$ cat config.mk
export PLATFORM = sky130hd
export DESIGN_NAME = sfc_core
export DESIGN_NICKNAME = d
export VERILOG_FILES = /design/src/verilog/sfc_pkg.sv /design/src/verilog/sfc_core.sv /design/src/verilog/sfc_table_reader.sv
export SDC_FILE = /design/constraint.sdc
export NUM_CORES = 1
export LEC_CHECK = 0
export BUFFER_PORTS_ARGS = -buffer_cell sky130_fd_sc_hd__buf_2
export CORE_MARGIN = 2
export CORE_UTILIZATION = 40
export CTS_CLUSTER_DIAMETER = 40
export CTS_CLUSTER_SIZE = 25
export DETAILED_ROUTE_END_ITERATION = 7
export PLACE_DENSITY = 0.75
export SLEW_MARGIN = 20
export SYNTH_ARGS = -nofsm -noshare
export SYNTH_HDL_FRONTEND = slang
export SYNTH_SLANG_ARGS = --single-unit
$ cat constraint.sdc
create_clock -name i_mclk -period 3 [get_ports i_mclk]
set_input_delay 0.45 -clock i_mclk [delete_from_list [all_inputs] [get_ports i_mclk]]
set_output_delay 0.45 -clock i_mclk [all_outputs]
set_load 0.005 [all_outputs]
$ cat src/verilog/sfc_pkg.sv
// package: shared constants and carrier types for the stack fault and fast context block
package sfc_pkg;
  localparam int unsigned PC_W = 21;
  localparam int unsigned TP_W = 22;
  localparam int unsigned DATA_W = 8;
  localparam logic [PC_W-1:0] PC_RESET = 21'h000000;
  localparam logic [DATA_W-1:0] BYTE_ZERO = 8'h00;
  localparam int unsigned BYTE_SEL_BIT = 0;

  typedef struct packed {
    logic [DATA_W-1:0] status;
    logic [DATA_W-1:0] working;
    logic [DATA_W-1:0] bank;
  } sfc_ctx_t;

  localparam sfc_ctx_t CTX_RESET = '{status: 8'h00, working: 8'h00, bank: 8'h00};

  typedef struct packed {
    logic int_vector;
    logic fast_call;
    logic fast_ret;
    logic fast_return_from_interrupt_instr;
    logic slow_call;
    logic slow_ret;
    logic slow_return_from_interrupt_instr;
    logic ret_literal;
    logic add_pcl;
    logic tbl_read;
  } sfc_op_t;

  typedef enum logic [1:0] {
    SFC_TBL_IDLE,
    SFC_TBL_FETCH
  } sfc_tbl_state_t;
endpackage : sfc_pkg

$ cat src/verilog/sfc_core.sv
// module: stack fault flags, fast context shadow, computed jump and table read
// Overview of operation
// - enabled fault sets flag then resets device
// - disabled fault sets flag, no reset
// - flags clear only by software or power-on
// - one-level hidden shadow of three registers
// - every interrupt vector captures the three registers
// - fast interrupt return restores shadow contents
// - high priority capture overwrites low priority values
// - fast call saves registers with the push
// - fast return restores registers while popping
// - adding working to program counter advances bytes
// - literal return loads working register, returns
// - table read fetches one byte per operation
// - both word bytes addressable by table pointer
`timescale 1ns/10ps
`default_nettype none
module sfc_core (
  input wire logic i_mclk,
  input wire logic i_rst,
  input wire logic i_por,
  input wire logic i_stack_fault_reset_enable,
  input wire logic i_stack_full_evt,
  input wire logic i_stack_underflow_evt,
  input wire logic i_flag_wr,
  input wire logic i_stack_full_wr_val,
  input wire logic i_stack_underflow_wr_val,
  input wire sfc_pkg::sfc_op_t i_op,
  input wire sfc_pkg::sfc_ctx_t i_ctx,
  input wire logic [sfc_pkg::DATA_W-1:0] i_literal,
  input wire logic [sfc_pkg::PC_W-1:0] i_program_counter,
  input wire logic [sfc_pkg::TP_W-1:0] i_table_pointer,
  input wire logic [15:0] i_word_data,
  output logic o_stack_full_flag,
  output logic o_stack_underflow_flag,
  output logic o_device_reset,
  output sfc_pkg::sfc_ctx_t o_ctx_restore,
  output logic o_ctx_restore_valid,
  output logic [sfc_pkg::DATA_W-1:0] o_working_load,
  output logic o_working_load_valid,
  output logic [sfc_pkg::PC_W-1:0] o_pc_jump,
  output logic o_pc_jump_valid,
  output logic [sfc_pkg::TP_W-2:0] o_word_addr,
  output logic o_word_req,
  output logic [sfc_pkg::DATA_W-1:0] o_table_latch,
  output logic o_table_done
);
  sfc_pkg::sfc_ctx_t shadow_q;
  logic fault_pend_q;

  function automatic logic [sfc_pkg::PC_W-1:0] add_offset(
    input logic [sfc_pkg::PC_W-1:0] pc, input logic [sfc_pkg::DATA_W-1:0] off);
    add_offset = pc + {{(sfc_pkg::PC_W-sfc_pkg::DATA_W){1'b0}}, off};
  endfunction : add_offset

  // flags: event set wins over software clear; power-on clears
  always_ff @(posedge i_mclk) begin
    if (i_rst && i_por) begin
      o_stack_full_flag <= 1'b0;
      o_stack_underflow_flag <= 1'b0;
    end else begin
      if (i_stack_full_evt)
        o_stack_full_flag <= 1'b1;
      else if (i_flag_wr)
        o_stack_full_flag <= i_stack_full_wr_val;
      if (i_stack_underflow_evt)
        o_stack_underflow_flag <= 1'b1;
      else if (i_flag_wr)
        o_stack_underflow_flag <= i_stack_underflow_wr_val;
    end
  end

  // reset follows the flag by one cycle
  always_ff @(posedge i_mclk) begin
    if (i_rst) begin
      fault_pend_q <= 1'b0;
      o_device_reset <= 1'b0;
    end else begin
      fault_pend_q <= i_stack_fault_reset_enable &&
                      (i_stack_full_evt || i_stack_underflow_evt);
      o_device_reset <= fault_pend_q;
    end
  end

  // hidden shadow store, no software port
  always_ff @(posedge i_mclk) begin
    if (i_rst) begin
      shadow_q <= sfc_pkg::CTX_RESET;
    end else if (i_op.int_vector || i_op.fast_call) begin
      shadow_q <= i_ctx;
    end
  end

  always_ff @(posedge i_mclk) begin
    if (i_rst) begin
      o_ctx_restore <= sfc_pkg::CTX_RESET;
      o_ctx_restore_valid <= 1'b0;
    end else begin
      o_ctx_restore_valid <= i_op.fast_return_from_interrupt_instr || i_op.fast_ret;
      if (i_op.fast_return_from_interrupt_instr || i_op.fast_ret)
        o_ctx_restore <= shadow_q;
    end
  end

  always_ff @(posedge i_mclk) begin
    if (i_rst) begin
      o_working_load <= sfc_pkg::BYTE_ZERO;
      o_working_load_valid <= 1'b0;
      o_pc_jump <= sfc_pkg::PC_RESET;
      o_pc_jump_valid <= 1'b0;
    end else begin
      o_working_load_valid <= i_op.ret_literal;
      if (i_op.ret_literal)
        o_working_load <= i_literal;
      o_pc_jump_valid <= i_op.add_pcl;
      if (i_op.add_pcl)
        o_pc_jump <= add_offset(i_program_counter, i_ctx.working);
    end
  end

  sfc_table_reader u_tbl (
    .i_mclk(i_mclk),
    .i_rst(i_rst),
    .i_start(i_op.tbl_read),
    .i_table_pointer(i_table_pointer),
    .o_word_addr(o_word_addr),
    .o_word_req(o_word_req),
    .i_word_data(i_word_data),
    .o_table_latch(o_table_latch),
    .o_done(o_table_done)
  );
endmodule : sfc_core
`default_nettype wire

$ cat src/verilog/sfc_table_reader.sv
// module: byte-wise table read from 16-bit program memory words
`timescale 1ns/10ps
`default_nettype none
module sfc_table_reader (
  input wire logic i_mclk,
  input wire logic i_rst,
  input wire logic i_start,
  input wire logic [sfc_pkg::TP_W-1:0] i_table_pointer,
  output logic [sfc_pkg::TP_W-2:0] o_word_addr,
  output logic o_word_req,
  input wire logic [15:0] i_word_data,
  output logic [sfc_pkg::DATA_W-1:0] o_table_latch,
  output logic o_done
);
  sfc_pkg::sfc_tbl_state_t state_q;
  logic hi_sel_q;

  always_ff @(posedge i_mclk) begin
    if (i_rst) begin
      state_q <= sfc_pkg::SFC_TBL_IDLE;
      hi_sel_q <= 1'b0;
      o_word_addr <= '0;
      o_table_latch <= sfc_pkg::BYTE_ZERO;
      o_done <= 1'b0;
    end else begin
      o_done <= 1'b0;
      case (state_q)
        sfc_pkg::SFC_TBL_IDLE: begin
          if (i_start) begin
            o_word_addr <= i_table_pointer[sfc_pkg::TP_W-1:sfc_pkg::BYTE_SEL_BIT+1];
            hi_sel_q <= i_table_pointer[sfc_pkg::BYTE_SEL_BIT];
            state_q <= sfc_pkg::SFC_TBL_FETCH;
          end
        end
        sfc_pkg::SFC_TBL_FETCH: begin
          o_table_latch <= hi_sel_q ? i_word_data[15:8] : i_word_data[7:0];
          o_done <= 1'b1;
          state_q <= sfc_pkg::SFC_TBL_IDLE;
        end
        default: state_q <= sfc_pkg::SFC_TBL_IDLE;
      endcase
    end
  end

  assign o_word_req = (state_q == sfc_pkg::SFC_TBL_FETCH);
endmodule : sfc_table_reader
`default_nettype wire

==> summary.md <==
| Metric | Value |
|---|---|
| Period utilization | `0.759` |
| First-pass GRT wire length | `20000 µm` |
| Primary FF master, synth | `dfxtp_1` |
| Worst Path Buf+Inv | `1` |
| # IOs | `200` |
| Hpwl dp | `8350 µm` |
| NetSw | `1.02 mW` |
| Number of synthesized flops with an enable pin | `0` |
| Leakage power figure | `2.98 nW` |
| Final ANT Viol Nets | `0` |
| Final setup vio count | `0` |
| Final min period | `2280 ps` |
| Cell area after layout | `0.00636 mm²` |
| Crit path max-delay family | `compound AO/OA/AOI/OAI gates` |
| Post-CTS Setup Inserts | `0` |
| Max Cap Violations | `0` |
| CTS buffer count | `17` |
| Final Hold Vio Count | `0` |
| Crit Path Max Fanout | `12` |
| Gr usage total | `0.194` |
| Drt wl/cell | `13.4 µm` |
| Status | `complete, no violations` |
| Syn Inst Count | `566` |
| Synthesized Nets | `685` |
| Clock latency on the worst-skew pair | `410 ps` |
| Synth warnings | `0` |
| Hold/Removal Path Class | `input pin to register` |
| CP Depth | `8` |
| Via density | `5.05` |
| I/O Buffers | `196` |
| Critical Path End Type | `register` |
| Synth Register Bits | `116` |
| R2R cell count | `4` |
| Die height | `112 µm` |
| Cell Int Power | `3.12 mW` |
| Total negative slack | `0 ps` |
| Reg2reg setup slack | `1430 ps` |
| Slowest stage delay, CP | `440 ps` |
| Share of flip-flops with an asynchronous set or reset | `0` |
| Synth-to-layout area growth | `35.5%` |
| PD cells | `651 mW/mm²` |
| Largest net degree at the start of global routing | `44` |
| Sw Ratio | `0.247` |
| Clock Path Buffers | `2` |
| Initial core utilization | `0.411` |
| Ant diodes | `0` |
| Core area | `0.0114 mm²` |
| Final wirelength | `12100 µm` |
| Clk sink count | `116` |
| Critical path arrival | `2590 ps` |
| Routed vias | `4584` |
| Crit path cell chain | `buf_2 -> ha_1 -> fa_1 -> a21o_1 -> a221oi_2 -> o21a_1 -> o21ai_0 -> a311oi_1` |
| FP Rows | `39` |
| Power share of the sequential group | `0.408` |
| Worst Skew | `10.5 ps` |
| Hold Startpoint | `i_por` |
| Peak supply drop | `0.358 mV` |
| Initial antenna violation count | `0` |
| Critical path type | `input pin to register` |
| Fin nets | `871` |
| CTS root buf | `clkbuf_16` |
| CTS Hold Bufs | `0` |
| Area post-placement | `0.00578 mm²` |
| Critical path launch point | `i_ctx[8]` |
| Drt first pass iters | `5` |
| Required time of the critical path | `3320 ps` |
| Clock network power share | `0.476` |
| DRC marker count from the first detailed-route iteration | `305` |
| CTS tree | `done` |
| Distinct cells, synth | `46` |
| GRT overflow | `0` |
| Share of cells above drive strength 1 | `0.320` |
| Die Area | `0.0126 mm²` |
| Worst Setup Start Kind | `input pin` |
| Post_cts resized | `0` |
| RR Endpoint | `u_tbl.o_word_addr[12]` |
| Comb power frac | `0.116` |
| Critical path's slowest cell | `fa_1` |
| Clk pin slew, worst setup/hold paths | `50 ps` |
| Avg Inst Size Synth | `8.30 µm²` |
| CP Capture Point | `o_pc_jump[14]` |
| Final Max Tran Viols | `0` |
| H-tree levels | `4` |
| Slew HR | `0.438` |
| Die width | `112 µm` |
| RSZ-0062 raised after global routing | `false` |
| Slew @ Worst Pin | `842 ps` |
| RePlAce Congestion | `0.808` |
| Post-Syn Area | `0.00470 mm²` |
| Vias in the first global route | `4249` |
| Reg2reg start | `u_tbl.state_q[0]` |
| Sequential area share after synthesis | `0.495` |
| Remaining DRCs | `0` |
| F_max | `439 MHz` |
[sequential cells by signal, indices dropped and copies added, names as in the netlist]
name                    flops
o_stack_full_flag           1
o_pc_jump                  21
o_stack_underflow_flag      1
u_tbl.o_done                1
u_tbl.o_word_addr          21
fault_pend_q                1
o_ctx_restore_valid         1
u_tbl.hi_sel_q              1
u_tbl.state_q               1
o_pc_jump_valid             1
o_working_load              8
o_working_load_valid        1
u_tbl.o_table_latch         8
o_device_reset              1
o_ctx_restore              24
shadow_q                   24
[cell type report]
class                   count  area (µm²)
fillers                  1095        5050
flip-flops and latches    116        2320
multi-input cells         407        2210
repair buffers            205        1050
clock buffers              19         453
well taps                 143         179
clock inverters            13         134
inverters                   5        18.8
[cell usage in the layout, fill, tap and decap left out, types with 2 or more instances in the layout]
cell	Yosys	final
o21ai_0	9	9
nor3_1	5	5
clkinv_4	0	3
a32oi_1	2	2
nor2_1	39	38
o2111ai_1	2	2
clkinvlp_4	0	3
clkbuf_16	0	17
or4_1	3	3
clkinv_2	0	5
dfxtp_1	116	116
nor2b_1	6	6
ha_1	8	8
a21o_1	5	5
mux2i_1	22	22
o211a_1	2	2
a31oi_1	2	2
nand3_1	14	14
bufinv_16	0	2
nand4_1	5	5
buf_4	0	10
or3_1	6	6
inv_1	5	5
a21oi_1	81	81
nand2b_1	3	3
or2_2	2	2
xnor2_1	4	4
nand2_1	145	145
buf_2	1	195
and3_1	6	6
a311oi_1	5	5
a211oi_1	11	11
clkbuf_8	0	2
nor4_1	4	4
[Yosys cell counts, drive strengths merged (2+ instances only)]
master	count	area, µm²
buf	10	46.3
inv	5	18.8
nand2b	3	18.8
dfxtp	116	2320
a32oi	2	17.5
a21oi	81	405
mux2i	22	220
nor3	5	25.0
o2111ai	2	17.5
nor2b	6	37.5
nand4	5	31.3
o211a	2	20.0
xnor2	4	35.0
or2	2	12.5
and4	2	18.8
nor4	4	25.0
and3	6	37.5
a31oi	2	12.5
clkbuf	28	105
or4	3	22.5
nand2	145	544
o21ai	9	45.0
a21o	5	37.5
ha	8	100
or3	7	45.1
a211oi	11	82.6
nor2	39	146
a311oi	5	43.8
nand3	14	70.1
[power by group through the flow]
stage | Sequential, mW | Clock [mW] | Combinational [mW]
CTS | 1.69 | 2.01 | 0.485
global placement | 1.72 | 0 | 0.477
global route | 1.70 | 2.09 | 0.541
floorplan | 1.72 | 0 | 0.259
finish | 1.69 | 1.97 | 0.480
detailed placement | 1.72 | 0 | 0.483
[per-layer routing]
layer | share of wire | track usage | up-vias | wire [µm]
li1 | - | - | 2326 | -
met1 | 0.45 | 0.257 | 2082 | 5420
met2 | 0.46 | 0.302 | 164 | 5620
met3 | 0.082 | 0.0632 | 12 | 994
met4 | 0.0091 | 0.0634 | 0 | 110
met5 | 0 | 0 | - | 0
[worst register-to-register path, delay by kind of cell (launching register included)]
| family | cells | cell delay, ps |
|---|---|---|
| AND/OR/NAND/NOR | 2 | 800 |
| buffers and inverters | 1 | 210 |
| AO/OA/AOI/OAI | 1 | 180 |
| flip-flops | 1 | 300 |
[worst min path at each step]
stage | end | slack [ps] | cells past startpoint
floorplan | o_device_reset | 410 | 1
global placement | o_device_reset | 420 | 1
detailed placement | o_device_reset | 430 | 1
CTS | o_stack_full_flag | 210 | 2
global route | o_stack_full_flag | 210 | 2
finish | o_stack_underflow_flag | 230 | 2
[through the flow]
stage | utilization | setup WS [ps] | cells | power [mW] | hold slack (ps)
after global placement | 0.506 | 396 | 876 | 2.19 | 419
final | 0.557 | 723 | 908 | 4.14 | 234
after CTS | 0.557 | 733 | 908 | 4.18 | 215
after floorplan | - | 780 | 566 | 1.98 | 414
after global routing | 0.557 | 606 | 908 | 4.33 | 214
after detailed placement | 0.506 | 300 | 876 | 2.20 | 430
[cell families (layout without fill, tap and decap cells)]
family                   after synthesis  after routing  share of synthesized area
XOR/XNOR                               4              4                    0.00746
multiplexers                          22             22                     0.0469
flip-flops                           116            116                      0.495
buffers and inverters                 43            242                     0.0362
adder cells (fa/ha/maj)                9              9                     0.0256
AO/OA/AOI/OAI                        129            129                      0.166
AND/OR/NAND/NOR                      243            243                      0.224
No activity file was read; power rests on OpenSTA's default activity.
